[src/rtl/acs_pkg.sv]
// Package of constants and carrier types for the administrative command block.
package acs_pkg;

  // ==========================================================================
  // Register offsets and field positions
  localparam logic [11:0] ADMIN_COMMAND_OFF    = 12'h0A0;
  localparam logic [11:0] CMD_STATUS_OFF       = 12'h0A8;
  localparam logic [11:0] INT_REASON_OFF       = 12'h098;
  localparam logic [11:0] SW_ERROR_LOG_OFF     = 12'h0A4;
  localparam int          CMD_IRQ_BIT          = 31;
  localparam int          CMD_CODE_LSB         = 20;
  localparam int          STATUS_ACTIVE_BIT    = 31;
  localparam int          STATUS_RESULT_LSB    = 8;
  localparam int          REASON_CMD_DONE_BIT  = 1;
  localparam int          REASON_SW_ERR_BIT    = 0;
  localparam int          GROUP_LSB            = 16;

  // ==========================================================================
  // Command codes
  localparam logic [4:0] OP_ENABLE_DEV  = 5'h01;
  localparam logic [4:0] OP_DISABLE_DEV = 5'h02;
  localparam logic [4:0] OP_DRAIN_ALL   = 5'h03;
  localparam logic [4:0] OP_ABORT_ALL   = 5'h04;
  localparam logic [4:0] OP_RESET_DEV   = 5'h05;
  localparam logic [4:0] OP_ENABLE_WQ   = 5'h06;
  localparam logic [4:0] OP_DISABLE_WQ  = 5'h07;
  localparam logic [4:0] OP_DRAIN_WQ    = 5'h08;
  localparam logic [4:0] OP_ABORT_WQ    = 5'h09;
  localparam logic [4:0] OP_RESET_WQ    = 5'h0A;
  localparam logic [4:0] OP_DRAIN_PASID = 5'h0B;
  localparam logic [4:0] OP_ABORT_PASID = 5'h0C;
  localparam logic [4:0] OP_REQ_HANDLE  = 5'h0D;

  // ==========================================================================
  // Error codes and reset values
  localparam logic [7:0]  ERR_NONE      = 8'h00;
  localparam logic [7:0]  ERR_BAD_CODE  = 8'h01;
  localparam logic [7:0]  ERR_BAD_INDEX = 8'h02;
  localparam logic [7:0]  ERR_NOT_DIS   = 8'h10;
  localparam logic [7:0]  ERR_NOT_EN    = 8'h20;
  localparam logic [7:0]  ERR_WQ_NOT_DIS= 8'h21;
  localparam logic [31:0] WORD_RESET    = 32'h0000_0000;
  localparam logic [1:0]  DEV_DISABLED  = 2'h0;
  localparam logic [1:0]  DEV_ENABLED   = 2'h1;
  localparam logic [1:0]  DEV_DRAINING  = 2'h2;

  // ==========================================================================
  // Carrier types
  typedef struct packed {
    logic        irq_req;
    logic [5:0]  rsvd;
    logic [4:0]  code;
    logic [19:0] operand;
  } acs_cmd_t;

  typedef struct packed {
    logic        active;
    logic [6:0]  unused;
    logic [15:0] result;
    logic [7:0]  error;
  } acs_status_t;

  typedef enum logic [1:0] {
    ST_IDLE = 2'b00,
    ST_EXEC = 2'b01,
    ST_WAIT = 2'b11,
    ST_DONE = 2'b10
  } acs_state_t;

endpackage : acs_pkg

[src/rtl/acs_wq_mem.sv]
// Small memory holding one enable bit per work queue, with registered read.
`timescale 1ns/1ps
module acs_wq_mem
  import acs_pkg::*;
#(
  parameter int NUM_WQ = 16
) (
  input  wire logic              clk,
  input  wire logic              srst,
  input  wire logic              clr_all,
  input  wire logic              wr_en,
  input  wire logic [NUM_WQ-1:0] wr_mask,
  input  wire logic              wr_val,
  output logic      [NUM_WQ-1:0] rd_data
);

  logic [NUM_WQ-1:0] mem;
  logic [NUM_WQ-1:0] next_mem;

  // ==========================================================================
  // Per-queue next value; a device reset clears every entry at once.
  genvar i;
  generate
    for (i = 0; i < NUM_WQ; i++) begin : g_wq
      always_comb begin
        next_mem[i] = mem[i];
        if (clr_all) begin
          next_mem[i] = 1'b0;
        end else if (wr_en && wr_mask[i]) begin
          next_mem[i] = wr_val;
        end
      end
    end
  endgenerate

  // Storage and a registered read port.
  always_ff @(posedge clk) begin
    if (srst) begin
      mem     <= '0;
      rd_data <= '0;
    end else begin
      mem     <= next_mem;
      rd_data <= next_mem;
    end
  end

endmodule : acs_wq_mem

[src/rtl/acs_admin_cmd.sv]
// Administrative command register, command status and completion interrupt.
`timescale 1ns/1ps
module acs_admin_cmd
  import acs_pkg::*;
#(
  parameter int NUM_WQ     = 16,
  parameter bit HANDLE_CAP = 1'b1
) (
  input  wire logic              CORE_CLK,
  input  wire logic              SRST,
  input  wire logic              REG_WR,
  input  wire logic              REG_RD,
  input  wire logic [11:0]       REG_ADDR,
  input  wire logic [31:0]       REG_WDATA,
  input  wire logic              WORK_IDLE,
  input  wire logic [NUM_WQ-1:0] WQ_IDLE,
  input  wire logic              PASID_IDLE,
  output logic      [31:0]       REG_RDATA,
  output logic                   MSIX0_IRQ,
  output logic      [1:0]        DEV_STATE,
  output logic      [NUM_WQ-1:0] WQ_ENABLED,
  output logic                   DEV_CFG_CLEAR,
  output logic      [NUM_WQ-1:0] WQ_CFG_CLEAR,
  output logic                   ABORT_REQ,
  output logic      [19:0]       PASID_SEL
);

  // ==========================================================================
  // State
  acs_state_t        state, next_state;
  acs_cmd_t          cmd, next_cmd;
  acs_status_t       status, next_status;
  logic [1:0]        dev_state, next_dev_state;
  logic [1:0]        reason, next_reason;
  logic [31:0]       sw_err, next_sw_err;
  logic [NUM_WQ-1:0] wq_mask, next_wq_mask;
  logic              wq_wr, wq_val, dev_clr;
  logic [NUM_WQ-1:0] wq_rd;
  logic              irq, next_irq;
  logic              abort_q, next_abort;
  logic [NUM_WQ-1:0] wq_clr, next_wq_clr;
  logic              cfg_clr, next_cfg_clr;
  logic [31:0]       rdata, next_rdata;
  logic              cmd_wr;
  logic              c1_wr;

  assign cmd_wr = REG_WR && (REG_ADDR == ADMIN_COMMAND_OFF);
  assign c1_wr  = REG_WR && (REG_ADDR == INT_REASON_OFF);

  // Queue enable store; only group 0 exists, so queue disable and reset reject any other group field.
  // The store takes the next mask, so an enable decided in the execute cycle
  // writes its own queue rather than the mask left over from the last command.
  acs_wq_mem #(.NUM_WQ(NUM_WQ)) u_wq (
    .clk     (CORE_CLK),
    .srst    (SRST),
    .clr_all (dev_clr),
    .wr_en   (wq_wr),
    .wr_mask (next_wq_mask),
    .wr_val  (wq_val),
    .rd_data (wq_rd)
  );

  // ==========================================================================
  // Command sequencer: accept, execute, wait for drain, complete.
  always_comb begin
    next_state     = state;
    next_cmd       = cmd;
    next_status    = status;
    next_dev_state = dev_state;
    next_wq_mask   = wq_mask;
    next_abort     = 1'b0;
    next_cfg_clr   = 1'b0;
    next_wq_clr    = '0;
    next_irq       = 1'b0;
    wq_wr          = 1'b0;
    wq_val         = 1'b0;
    dev_clr        = 1'b0;
    unique case (state)
      ST_IDLE: begin
        if (cmd_wr) begin
          next_cmd           = acs_cmd_t'(REG_WDATA);
          next_cmd.rsvd      = '0;
          next_status.active = 1'b1;
          next_state         = ST_EXEC;
        end
      end
      ST_EXEC: begin
        next_status.error  = ERR_NONE;
        next_status.result = '0;
        next_state         = ST_DONE;
        next_wq_mask       = cmd.operand[NUM_WQ-1:0];
        unique case (cmd.code)
          OP_ENABLE_DEV: begin
            if (dev_state != DEV_DISABLED) begin
              next_status.error = ERR_NOT_DIS;
            end else begin
              next_dev_state = DEV_ENABLED;
            end
          end
          OP_DISABLE_DEV, OP_RESET_DEV: begin
            next_dev_state = DEV_DRAINING;
            next_abort     = 1'b1;
            next_state     = ST_WAIT;
          end
          OP_DRAIN_ALL, OP_DRAIN_WQ, OP_DRAIN_PASID: begin
            next_state = ST_WAIT;
          end
          OP_ABORT_ALL, OP_ABORT_WQ, OP_ABORT_PASID: begin
            next_abort = 1'b1;
            next_state = ST_WAIT;
          end
          OP_ENABLE_WQ: begin
            next_wq_mask = '0;
            if (cmd.operand[7:0] >= 8'(NUM_WQ)) begin
              next_status.error = ERR_BAD_INDEX;
            end else if (dev_state != DEV_ENABLED) begin
              next_status.error = ERR_NOT_EN;
            end else if (wq_rd[cmd.operand[3:0]]) begin
              next_status.error = ERR_WQ_NOT_DIS;
            end else begin
              next_wq_mask[cmd.operand[3:0]] = 1'b1;
              wq_wr  = 1'b1;
              wq_val = 1'b1;
            end
          end
          OP_DISABLE_WQ, OP_RESET_WQ: begin
            if (cmd.operand[19:GROUP_LSB] != 4'h0) begin
              next_status.error = ERR_BAD_INDEX;
            end else begin
              next_abort = 1'b1;
              next_state = ST_WAIT;
            end
          end
          OP_REQ_HANDLE: begin
            if (!HANDLE_CAP) begin
              next_status.error = ERR_BAD_CODE;
            end else begin
              next_status.result = cmd.operand[15:0];
            end
          end
          default: begin
            next_status.error = ERR_BAD_CODE;
          end
        endcase
      end
      ST_WAIT: begin
        // Drain targets are idle; device-wide, per-queue or per-space.
        if ((cmd.code inside {OP_DRAIN_WQ, OP_ABORT_WQ, OP_DISABLE_WQ, OP_RESET_WQ})
            ? &(WQ_IDLE | ~wq_mask)
            : (cmd.code inside {OP_DRAIN_PASID, OP_ABORT_PASID}) ? PASID_IDLE
            : WORK_IDLE) begin
          next_state = ST_DONE;
          if (cmd.code == OP_DISABLE_WQ || cmd.code == OP_RESET_WQ) begin
            wq_wr = 1'b1;
          end
          if (cmd.code == OP_RESET_WQ) begin
            next_wq_clr = wq_mask;
          end
          if (cmd.code == OP_DISABLE_DEV || cmd.code == OP_RESET_DEV) begin
            next_dev_state = DEV_DISABLED;
            dev_clr        = 1'b1;
            next_cfg_clr   = (cmd.code == OP_RESET_DEV);
          end
        end
      end
      ST_DONE: begin
        next_status.active = 1'b0;
        next_irq           = cmd.irq_req;
        next_state         = ST_IDLE;
      end
      default: next_state = ST_IDLE;
    endcase
  end

  // Sticky cause bits and error log; a new event wins over a same-cycle clear.
  always_comb begin
    next_reason = reason;
    next_sw_err = sw_err;
    if (c1_wr) begin
      next_reason = reason & ~REG_WDATA[1:0];
    end
    if (SW_ERROR_LOG_OFF == REG_ADDR && REG_WR) begin
      next_sw_err = sw_err & ~REG_WDATA;
    end
    if (cmd_wr && state != ST_IDLE) begin
      next_sw_err[0]                = 1'b1;
      next_reason[REASON_SW_ERR_BIT] = 1'b1;
    end
    if (state == ST_DONE && cmd.irq_req) begin
      next_reason[REASON_CMD_DONE_BIT] = 1'b1;
    end
  end

  // Read mux; the command register itself reads as zero.
  always_comb begin
    next_rdata = '0;
    if (REG_RD) begin
      unique case (REG_ADDR)
        CMD_STATUS_OFF:   next_rdata = status;
        INT_REASON_OFF:   next_rdata = {30'h0, reason};
        SW_ERROR_LOG_OFF: next_rdata = sw_err;
        default:          next_rdata = '0;
      endcase
    end
  end

  // ==========================================================================
  // Registers.
  always_ff @(posedge CORE_CLK) begin
    if (SRST) begin
      state     <= ST_IDLE;
      cmd       <= acs_cmd_t'(WORD_RESET);
      status    <= acs_status_t'(WORD_RESET);
      dev_state <= DEV_DISABLED;
      wq_mask   <= '0;
      reason    <= '0;
      sw_err    <= WORD_RESET;
      irq       <= 1'b0;
      abort_q   <= 1'b0;
      wq_clr    <= '0;
      cfg_clr   <= 1'b0;
      rdata     <= WORD_RESET;
    end else begin
      state     <= next_state;
      cmd       <= next_cmd;
      status    <= next_status;
      dev_state <= next_dev_state;
      wq_mask   <= next_wq_mask;
      reason    <= next_reason;
      sw_err    <= next_sw_err;
      irq       <= next_irq;
      abort_q   <= next_abort;
      wq_clr    <= next_wq_clr;
      cfg_clr   <= next_cfg_clr;
      rdata     <= next_rdata;
    end
  end

  assign REG_RDATA     = rdata;
  assign MSIX0_IRQ     = irq;
  assign DEV_STATE     = dev_state;
  assign WQ_ENABLED    = wq_rd;
  assign DEV_CFG_CLEAR = cfg_clr;
  assign WQ_CFG_CLEAR  = wq_clr;
  assign ABORT_REQ     = abort_q;
  assign PASID_SEL     = cmd.operand;
endmodule : acs_admin_cmd

[config.mk]
export PLATFORM = sky130hd
export DESIGN_NAME = acs_admin_cmd
export DESIGN_NICKNAME = d
export VERILOG_FILES = /design/src/rtl/acs_pkg.sv /design/src/rtl/acs_wq_mem.sv /design/src/rtl/acs_admin_cmd.sv
export SDC_FILE = /design/constraint.sdc
export NUM_CORES = 1
export LEC_CHECK = 0
export BUFFER_PORTS_ARGS = -buffer_cell sky130_fd_sc_hd__buf_2
export CAP_MARGIN = 20
export CORE_MARGIN = 2
export CORE_UTILIZATION = 48
export DETAILED_ROUTE_END_ITERATION = 10
export PLACE_DENSITY_LB_ADDON = 0.12
export SETUP_SLACK_MARGIN = 0.02
export SLEW_MARGIN = 20
export SYNTH_ARGS = -nofsm -noshare
export SYNTH_HDL_FRONTEND = slang
export SYNTH_SLANG_ARGS = --single-unit
[constraint.sdc]
create_clock -name CORE_CLK -period 2 [get_ports CORE_CLK]
set_input_delay 0.1 -clock CORE_CLK [delete_from_list [all_inputs] [get_ports CORE_CLK]]
set_output_delay 0.1 -clock CORE_CLK [all_outputs]
set_load 0.01 [all_outputs]
# Word-level counts from Yosys, hierarchy flattened
# Index checks and enable logic that the tools add are counted.
# classes
n_addsub	0
mul	0
div_mod_pow	0
n_lt_le_gt_ge	3
n_eq_ne	27
shifts	0
muxes	49
bitwise_logic	13
n_reduce_logical	51
# ops
op	n
$mux W16	6
$pmux W32 S3	1
$eq A12 B8 Y1 const B	4
$and A32 B32 Y32	1
$not A32 Y32	1
$pmux W8 S4	1
$eq A5 B4 Y1 const B	6
$logic_and A1 B1 Y1	22
$mux W1	21
$eq A5 B3 Y1 const B	4
$mux W6	3
$not A16 Y16	1
$or A16 B16 Y16	1
$reduce_and A16 Y1	1
$reduce_bool A2 Y1	8
$mux W2	7
$eq A8 B12 Y1 const A	1
$reduce_or A2 Y1	6
$eq A5 B2 Y1 const B	2
$reduce_or A9 Y1	1
$ge A8 B5 Y1 const B	1
$pmux W1 S2	4
$pmux W2 S2	2
$pmux W2 S4	1
23 further kinds	37
# totals
reg_bits	172
latch_bits	0
ram_bits	0
mem_bits_ro	0
inputBits	66
output_inout_bits	89
elab_cells	177
n_memories	0

# Depth between registers and ports, before layout
# Gate-level depths: netlist (run 1).
# depth
ltp_word	10
mapped_depth	8

# Hierarchy
# A second synthesis (run 1) with hierarchy kept.
# unflattened
cells_unflattened	787
hier_area_um2	6892.9
# modules_own_cells
module	instances	cells_per_inst	area_per_inst_um2	seq_area_each_um2
acs_admin_cmd	1	715	6152.2	3042.9
acs_wq_mem	1	72	740.7	320.3

# Least setup slack after synthesis (run 1)
# OpenSTA, ideal clock, no wires.
# synth_timing
kind	register to register
start	reg cmd (netlist bit PASID_SEL[3])
end	reg u_wq.rd_data[2]
setup_time_ps	72
arrival_time_ps	1942
t_required_ps	1928
setup_slack_ps	-13
stages_incl_launch_ff	8
n_path_buf	1
cell_sequence	dfxtp_1 -> clkbuf_1 -> mux4_2 -> mux2_2 -> or2_4 -> nor3_4 -> nand2_1 -> a21oi_1
# synth_between
elab_chain_len	10
# synth_rtl
item	line	source
from (decl)	acs_admin_cmd.sv:31	acs_cmd_t cmd, next_cmd;
from (signal assigned)	acs_admin_cmd.sv:212	cmd <= acs_cmd_t'(WORD_RESET);
from (signal assigned)	acs_admin_cmd.sv:225	cmd <= next_cmd;
$lt A4 B5 Y1 (implied by the code) / $ge A4 B1 Y1 (equally long branches)	acs_admin_cmd.sv:121	next_wq_mask[cmd.operand[3:0]] = 1'b1;
$logic_and A1 B1 Y1 (implied by the code)	acs_admin_cmd.sv:121	
$mux W1 (implied by the code)	acs_admin_cmd.sv:121	
$demux W1 S4	acs_admin_cmd.sv:121	
$mux W16	acs_admin_cmd.sv:118	end else if (wq_rd[cmd.operand[3:0]]) begin
$mux W16	acs_admin_cmd.sv:116	end else if (dev_state != DEV_ENABLED) begin
$mux W16	acs_admin_cmd.sv:114	if (cmd.operand[7:0] >= 8'(NUM_WQ)) begin
$mux W16	acs_admin_cmd.sv:92	unique case (cmd.code)
$mux W16	acs_admin_cmd.sv:78	unique case (state)
$logic_and A1 B1 Y1	acs_wq_mem.sv:29	end else if (wr_en && wr_mask[i]) begin
to (signal assigned)	acs_wq_mem.sv:43	rd_data <= next_mem;
to (decl)	acs_wq_mem.sv:14	output logic [NUM_WQ-1:0] rd_data
# Parallel ways exist; a longest one is shown, timed or not. The select of a mux whose other input is x is not followed.
# A chain may end at the register's enable or synchronous reset.

# Final worst setup path (run 1)
# layout_timing
start	reg cmd (netlist bit PASID_SEL[1])
end	reg u_wq.rd_data[0]
# Same word-level chain as after synthesis.

==> impl_metrics.json, run 1 <==
{
  "finalNonFillerCells": 1109,
  "fillers": 1121,
  "ys_seq_area_share_pct": 52.00,
  "min_period_over_period_pct": 99.14,
  "n_antenna_cell": 0,
  "place.detailed.hpwl_microns": 13210,
  "setup_tns_ns": 0,
  "yosysTopAreaCellShare_pct": 52.00,
  "clk_pin_slew_ns": 0.06,
  "syn_inst": 733,
  "place_area_sq_um": 7502,
  "vias": 6041,
  "viasPerCell": 5.447,
  "htree_levels": 4,
  "synth_nets": 799,
  "layout-drive-gt1-share_pct": 30.44,
  "ys_ff_latch": 168,
  "crit_chain": "mux4_2, mux2_4, or2_4, nor3_4, nand2_1, a21oi_1",
  "synth_edf_count": 0,
  "yosys_warnings": 0,
  "cts-root-buf": "clkbuf_16",
  "grt.total_usage_pct": 26.50,
  "ys.flop_type": "dfxtp_1",
  "max_stage_delay_ns": 0.52,
  "clock_sinks": 168,
  "crit_type": "reg2reg",
  "grt_pass1_wl_microns": 29270,
  "hold_viol_final": 0,
  "synth_area_leaders": "dfxtp_1, a21oi_1, nand2_1",
  "power_w": 0.006813,
  "startpoint_type": "flop",
  "first_pass_iters": 5,
  "num_io_pins": 155,
  "cp_max_fo": 5,
  "r2r_slack_ns": 0.02,
  "synthesis.area_sq_um": 6467,
  "hp-class": "in2reg",
  "worstSetupEndpointType": "flop",
  "ir_drop_v": 0.0006167,
  "cts_made_buffers": 17,
  "routed_wirelength_microns": 19450,
  "slew_headroom_pct": 55.07,
  "min_period_ns": 1.983,
  "place_congestion": 0.9055,
  "die_w_microns": 120.1,
  "clk_latency_ns": 0.43,
  "placed_cells": 1040,
  "overflow": 0,
  "max_freq_mhz": 504.4,
  "start_util_pct": 49.03,
  "place.port_buffers": 154,
  "wl_per_cell_microns": 17.54,
  "die_area_sq_um": 14420,
  "cts_buffer_depth": 2,
  "drv_slew": 0,
  "fin_area_sq_um": 8584,
  "maxCapViolCount": 0,
  "die_h_microns": 120.1,
  "regToRegEndpoint": "u_wq.rd_data[0]$_SDFFE_PP0P_",
  "grt_max_degree": 50,
  "cp.required_ns": 2.36,
  "syn_avg_cell_area_sq_um": 8.823,
  "cts_tree": "built",
  "grt_setup_unrepaired": "yes",
  "crit_path_end": "u_wq.rd_data[0]$_SDFFE_PP0P_",
  "setup_viol": 0,
  "ant_nets": 0,
  "floorplan.rows": 42,
  "tightest_slew_ns": 0.6688,
  "status": "finished, final reports clean",
  "leakagePower_nw": 3.559,
  "synth_top_area_cell": "dfxtp_1",
  "nets": 987,
  "ff2ff_path_depth": 6,
  "r2r-start": "PASID_SEL[1]$_SDFFE_PP0P_",
  "slowest_stage": "mux4_2",
  "grt_pass1_vias": 5534,
  "async_flop_share_pct": 0,
  "crit_path_start": "PASID_SEL[1]$_SDFFE_PP0P_",
  "grt_antenna_before_repair": 0,
  "drt_iter0_drc": 567,
  "design.core.area_sq_um": 13190,
  "drc": 0,
  "syn_to_final_growth_pct": 32.73,
  "synth.distinct_cells": 56,
  "power_density_nw_per_um2": 793.6,
  "finClkSkew_ns": 0.007771,
  "cp.arrival_ns": 2.34
}
[power by group]
part           switching [W]  leakage, nW  internal (W)
clock network        0.00137        0.282       0.00189
registers       0.0000000935         1.35       0.00334
logic              0.0000999         1.92      0.000108
[how the worst min path moves through the flow]
stage             startpoint                       to  slack [ns]  cells after the start
6_report              REG_WR  status[31]$_SDFFE_PP0P_        0.14                      5
2_1_floorplan  REG_WDATA[24]  sw_err[24]$_SDFFE_PP0P_        0.19                      1
3_5_place_dp   REG_WDATA[25]  sw_err[25]$_SDFFE_PP0P_        0.28                      2
3_3_place_gp   REG_WDATA[29]  sw_err[29]$_SDFFE_PP0P_        0.27                      2
4_1_cts               REG_WR  status[31]$_SDFFE_PP0P_        0.13                      5
5_1_grt               REG_WR   reason[1]$_SDFFE_PP0P_        0.18                      4
[layout make-up]
class | instances | area [sq um] | share of cell area [%]
clock buffer | 19 | 442.9 | 5.160
clock inverter | 12 | 143.9 | 1.676
inverter | 7 | 26.28 | 0.3061
multi-input combinational | 486 | 2805 | 32.68
sequential | 168 | 3371 | 39.27
tap | 176 | 220.2 | 2.565
timing repair buffer | 241 | 1575 | 18.35
[routing by layer]
metal | vias up | share of wire, % | track usage, % | wire length (microns)
met3 | 28 | 7.2 | 5.276 | 1396
li1 | 2887 | - | - | -
met1 | 2882 | 44 | 35.72 | 8482
met2 | 244 | 48 | 42.86 | 9259
met4 | 0 | 1.6 | 8.309 | 310
met5 | - | 0 | 0 | 0
[worst max-delay path, delay by kind of cell, from the launching register on]
family             cells  cell delay [ns]
and+or+nand+nor        3             0.55
muxes                  2             0.81
DFF                    1             0.39
AOI/OAI and AO/OA      1             0.17
[registers in the layout, indices dropped and copies added, names as in the netlist]
| signal | flops |
|---|---|
| ABORT_REQ | 1 |
| DEV_STATE | 2 |
| reason | 2 |
| MSIX0_IRQ | 1 |
| cmd | 6 |
| sw_err | 32 |
| WQ_CFG_CLEAR | 16 |
| PASID_SEL | 20 |
| u_wq.rd_data | 16 |
| status | 21 |
| wq_mask | 16 |
| state | 2 |
| REG_RDATA | 32 |
| DEV_CFG_CLEAR | 1 |
[metrics by stage]
stage | setup WS, ns | util (%) | hold WS, ns
2_1_floorplan | 0.03445 | - | 0.1870
6_report | 0.01726 | 65.08 | 0.1438
3_3_place_gp | 0.04116 | 56.88 | 0.2717
4_1_cts | 0.03054 | 64.00 | 0.1260
5_1_grt | -0.05600 | 65.08 | 0.1759
3_5_place_dp | -0.03864 | 56.88 | 0.2753
[logic make-up (layout without fill, tap and decap cells)]
kind of cell / Yosys count / after routing / share of synthesized area (%)
multiplexers: 6 / 6 / 1.722
buffers and inverters: 79 / 279 / 6.423
AO/OA/AOI/OAI: 196 / 196 / 17.89
flip-flops: 168 / 168 / 52.00
AND/OR/NAND/NOR: 284 / 284 / 21.96
[cell usage after synthesis (2+ instances only)]
library cell / n
dfxtp_1: 168
nand2_1: 114
a21oi_1: 109
nor2_1: 57
a22oi_1: 35
and2_1: 34
clkbuf_1: 31
buf_4: 21
nand2b_1: 21
o21ai_0: 19
and3_1: 14
buf_2: 13
a31oi_1: 8
inv_1: 7
nor4_1: 6
nand3_1: 5
nor2b_1: 5
nor3_1: 5
mux4_2: 4
nor3b_1: 4
o2111ai_1: 4
buf_1: 3
buf_6: 3
nand4_1: 3
a211oi_1: 2
a21o_1: 2
a21oi_2: 2
a222oi_1: 2
a2bb2oi_1: 2
nor3_4: 2
o211ai_1: 2
o21a_1: 2
[what timing repair did]
action / 4_1_cts / 5_1_grt
gates cloned: 0 / 1
setup buffers: 0 / 4
resized for setup: 5 / 39
setup endpoints to repair: 21 / 50
pin swaps: 5 / 19
hold buffers: 33 / 0
hold endpoints to repair: 59 / 0
[cell usage in the layout, fill, tap and decap left out, types with 4 or more instances in the layout]
cell and n:
dfxtp_1 164, dlygate4sd3_1 33, a21oi_1 99, and3_1 13
nor2b_1 5, buf_2 154, o21ai_1 6, a31oi_1 8
nor3_1 4, nand2_1 109, nor3b_1 4, buf_12 4
mux4_2 4, nand2_2 5, nor4_1 4, nor2_1 57
a21oi_2 12, o21ai_0 14, clkbuf_16 17, a22oi_1 35
and2_1 34, nand2b_1 20, inv_1 5, buf_4 46
nand3_1 5
Power figures use the tool's default switching activity.
==> run 2, diff against run 1 <==
ABC_AREA = 1   (was not set)
CORE_UTILIZATION = 49   (was 48)
CTS_CLUSTER_DIAMETER = 30   (was not set)
==> run 2 against run 1 <==
Against the previous run:
- maximum frequency rose by 11%
- setup slack improved by 0.20 ns
- first-iteration DRC count fell by 28%
- sequential share of layout area fell by 1.3 points
- routed wire length fell by 2.2%
- critical path depth rose by 7
- synthesized cell count rose by 27%
- count of clock-buffer cells in the layout did not move
- clock skew rose by 0.0010 ns
- critical path type unchanged
- largest cell class unchanged
- largest power group unchanged
==> impl_metrics.json, run 2 <==
{
  "cp.arrival_ns": 2.14,
  "n_antenna_cell": 0,
  "syn_avg_cell_area_sq_um": 7.478,
  "synth_top_area_cell": "dfxtp_1",
  "use_met3_pct": 7.149,
  "cts_tree": "built",
  "drt_iter0_drc": 409,
  "hp-class": "in2reg",
  "yosysTopAreaCellShare_pct": 48.26,
  "async_flop_share_pct": 0,
  "cts-root-buf": "clkbuf_16",
  "syn_to_final_growth_pct": 27.09,
  "min_period_ns": 1.786,
  "viasPerCell": 5.093,
  "startpoint_type": "flop",
  "routed_wirelength_microns": 19030,
  "ys_ff_latch": 168,
  "ir_drop_v": 0.0005459,
  "fin_util_pct": 63.81,
  "hold_viol_final": 0,
  "vias": 6621,
  "maxCapViolCount": 0,
  "ys_seq_area_share_pct": 48.26,
  "synth.distinct_cells": 37,
  "ant_nets": 0,
  "min_period_over_period_pct": 89.29,
  "met1_usage_pct": 33.47,
  "overflow": 0,
  "synthesis.area_sq_um": 6969,
  "leakagePower_nw": 3.967,
  "synth.most_common_cell": "nand2_1",
  "htree_levels": 4,
  "mostFrequentLayoutCells": "nand2_1, dfxtp_1, buf_2",
  "synthTopCellsByCount": "nand2_1, dfxtp_1, a21oi_1, inv_1, nand3_1",
  "max_freq_mhz": 559.9,
  "cts_buffer_depth": 2,
  "nets": 1173,
  "synth_edf_count": 0,
  "place_congestion": 0.9439,
  "syn_inst": 932,
  "pwr-share-comb_pct": 3.2,
  "first_pass_iters": 6,
  "p_int_w": 0.005340,
  "setup_viol": 0,
  "setup_tns_ns": 0,
  "pwr-share-clk_pct": 47.8,
  "finClkSkew_ns": 0.008789,
  "wl_per_cell_microns": 14.64,
  "floorplan.rows": 43,
  "die_w_microns": 123.3,
  "status": "finished, final reports clean",
  "num_io_pins": 155,
  "ys.flop_type": "dfxtp_1",
  "drv_slew": 0,
  "place.port_buffers": 154,
  "synth_area_leaders": "dfxtp_1, nand2_1, a21oi_1",
  "power.share.sequential_pct": 49.0,
  "grt_most_used_layer": "met2",
  "worstSetupEndpointType": "flop",
  "clk_latency_ns": 0.43,
  "grt_max_degree": 33,
  "p_sw_w": 0.001485,
  "drc": 0,
  "place.detailed.hpwl_microns": 13520,
  "tightest_slew_ns": 0.5674,
  "die_area_sq_um": 15190,
  "cts_made_buffers": 17,
  "layout_commonest_cell": "nand2_1",
  "grt_setup_unrepaired": "no",
  "p_sw_share_pct": 21.75,
  "die_h_microns": 123.3,
  "grt_pass1_wl_microns": 30180,
  "layout-drive-gt1-share_pct": 23.48,
  "grt.total_usage_pct": 25.67,
  "crit_type": "reg2reg",
  "synth_nets": 998,
  "slew_headroom_pct": 62.17,
  "grt_antenna_before_repair": 0,
  "grt_pass1_vias": 6134,
  "start_util_pct": 50.21,
  "cp.required_ns": 2.36,
  "post_cts_buffers": 0,
  "design.core.area_sq_um": 13880,
  "clock_sinks": 168,
  "clk_pin_slew_ns": 0.06,
  "yosys_warnings": 0,
  "cp_max_fo": 16,
  "power_density_nw_per_um2": 770.5,
  "grt_use_met2_pct": 41.59
}
==> run 2: changes by cell type in the layout (fill, tap and decap cells not counted), moves of 14 or more <==
cell / before / now
a21oi_1: 99 / 118
a22oi_1: 35 / 0
and2_1: 34 / 0
inv_1: 5 / 103
nand2_1: 109 / 228
nand2b_1: 20 / 0
nand3_1: 5 / 62
nand4_1: 3 / 19
nor2_4: 0 / 14
o21ai_0: 14 / 34
==> run 2: final timing paths <==
kind | cells past startpoint | end | from | slack (ns)
max reg2reg | 13 | u_wq.rd_data[15]$_SDFFE_PP0P_ | cmd[22]$_SDFFE_PP0P_ | 0.21
max | 13 | u_wq.rd_data[15]$_SDFFE_PP0P_ | cmd[22]$_SDFFE_PP0P_ | 0.21
min | 4 | reason[0]$_SDFFE_PP0P_ | REG_WR | 0.03
min reg2reg | 2 | WQ_CFG_CLEAR[4]$_SDFF_PP0_ | wq_mask[4]$_SDFF_PP0_ | 0.45
==> run 2: through the flow <==
stage | total power [W] | hold slack, ns | setup WS [ns] | instances | area (sq um)
CTS | 0.006883 | 0.01040 | 0.1524 | 1300 | 8836
floorplan | 0.003483 | 0.2646 | 0.2776 | 932 | 6969
global route | 0.007071 | 0.02790 | 0.02784 | 1300 | 8857
detailed placement | 0.003588 | 0.3549 | 0.1718 | 1236 | 7925
global placement | 0.003589 | 0.3558 | 0.1671 | 1236 | 7925
finish | 0.006825 | 0.02502 | 0.2141 | 1300 | 8857
==> run 2: cell type report <==
cell class / count / area (sq um)
fill: 1254 / 5024
sequential: 168 / 3364
clock inverter: 13 / 147.6
clock buffer: 19 / 442.9
inverter: 111 / 416.7
timing repair buffer: 224 / 1430
multi-input combinational: 585 / 2830
tap: 180 / 225.2
==> run 2: logic make-up (layout without fill, tap and decap cells) <==
kind of cell    Yosys count  in the layout  share of synthesized area, %
simple gates            418            418                         27.85
buf+inv                 179            367                         11.40
flops                   168            168                         48.26
compound gates          167            167                         12.50
==> run 2: critical path, cell delays in order (launching register included) <==
cell,delay (ns)
dfxtp_1,0.43
inv_2,0.10
nor2_4,0.13
inv_2,0.05
o21ai_2,0.25
nor2_4,0.07
inv_1,0.05
nand2_1,0.09
nand3_2,0.13
nor2_4,0.05
buf_12,0.14
nand2_1,0.07
nand2_1,0.04
a21oi_1,0.12
==> run 2: power by group through the flow <==
stage | clock network [W] | registers, W | logic [W]
2_1_floorplan | 0 | 0.00342 | 0.0000628
3_3_place_gp | 0 | 0.00342 | 0.000168
3_5_place_dp | 0 | 0.00342 | 0.000168
4_1_cts | 0.00332 | 0.00334 | 0.000215
5_1_grt | 0.00349 | 0.00334 | 0.000238
6_report | 0.00326 | 0.00334 | 0.000218
==> run 2: timing repair <==
action,4_1_cts,5_1_grt
hold buffers,32,0
resized for setup,0,6
setup endpoints to repair,0,34
endpoints found under the hold margin,52,0
==> run 2: routing by layer <==
layer / up-vias / routed length (microns)
met2: 217 / 8903
met1: 3051 / 8556
met3: 15 / 1346
met5: - / 0
li1: 3338 / -
met4: 0 / 220
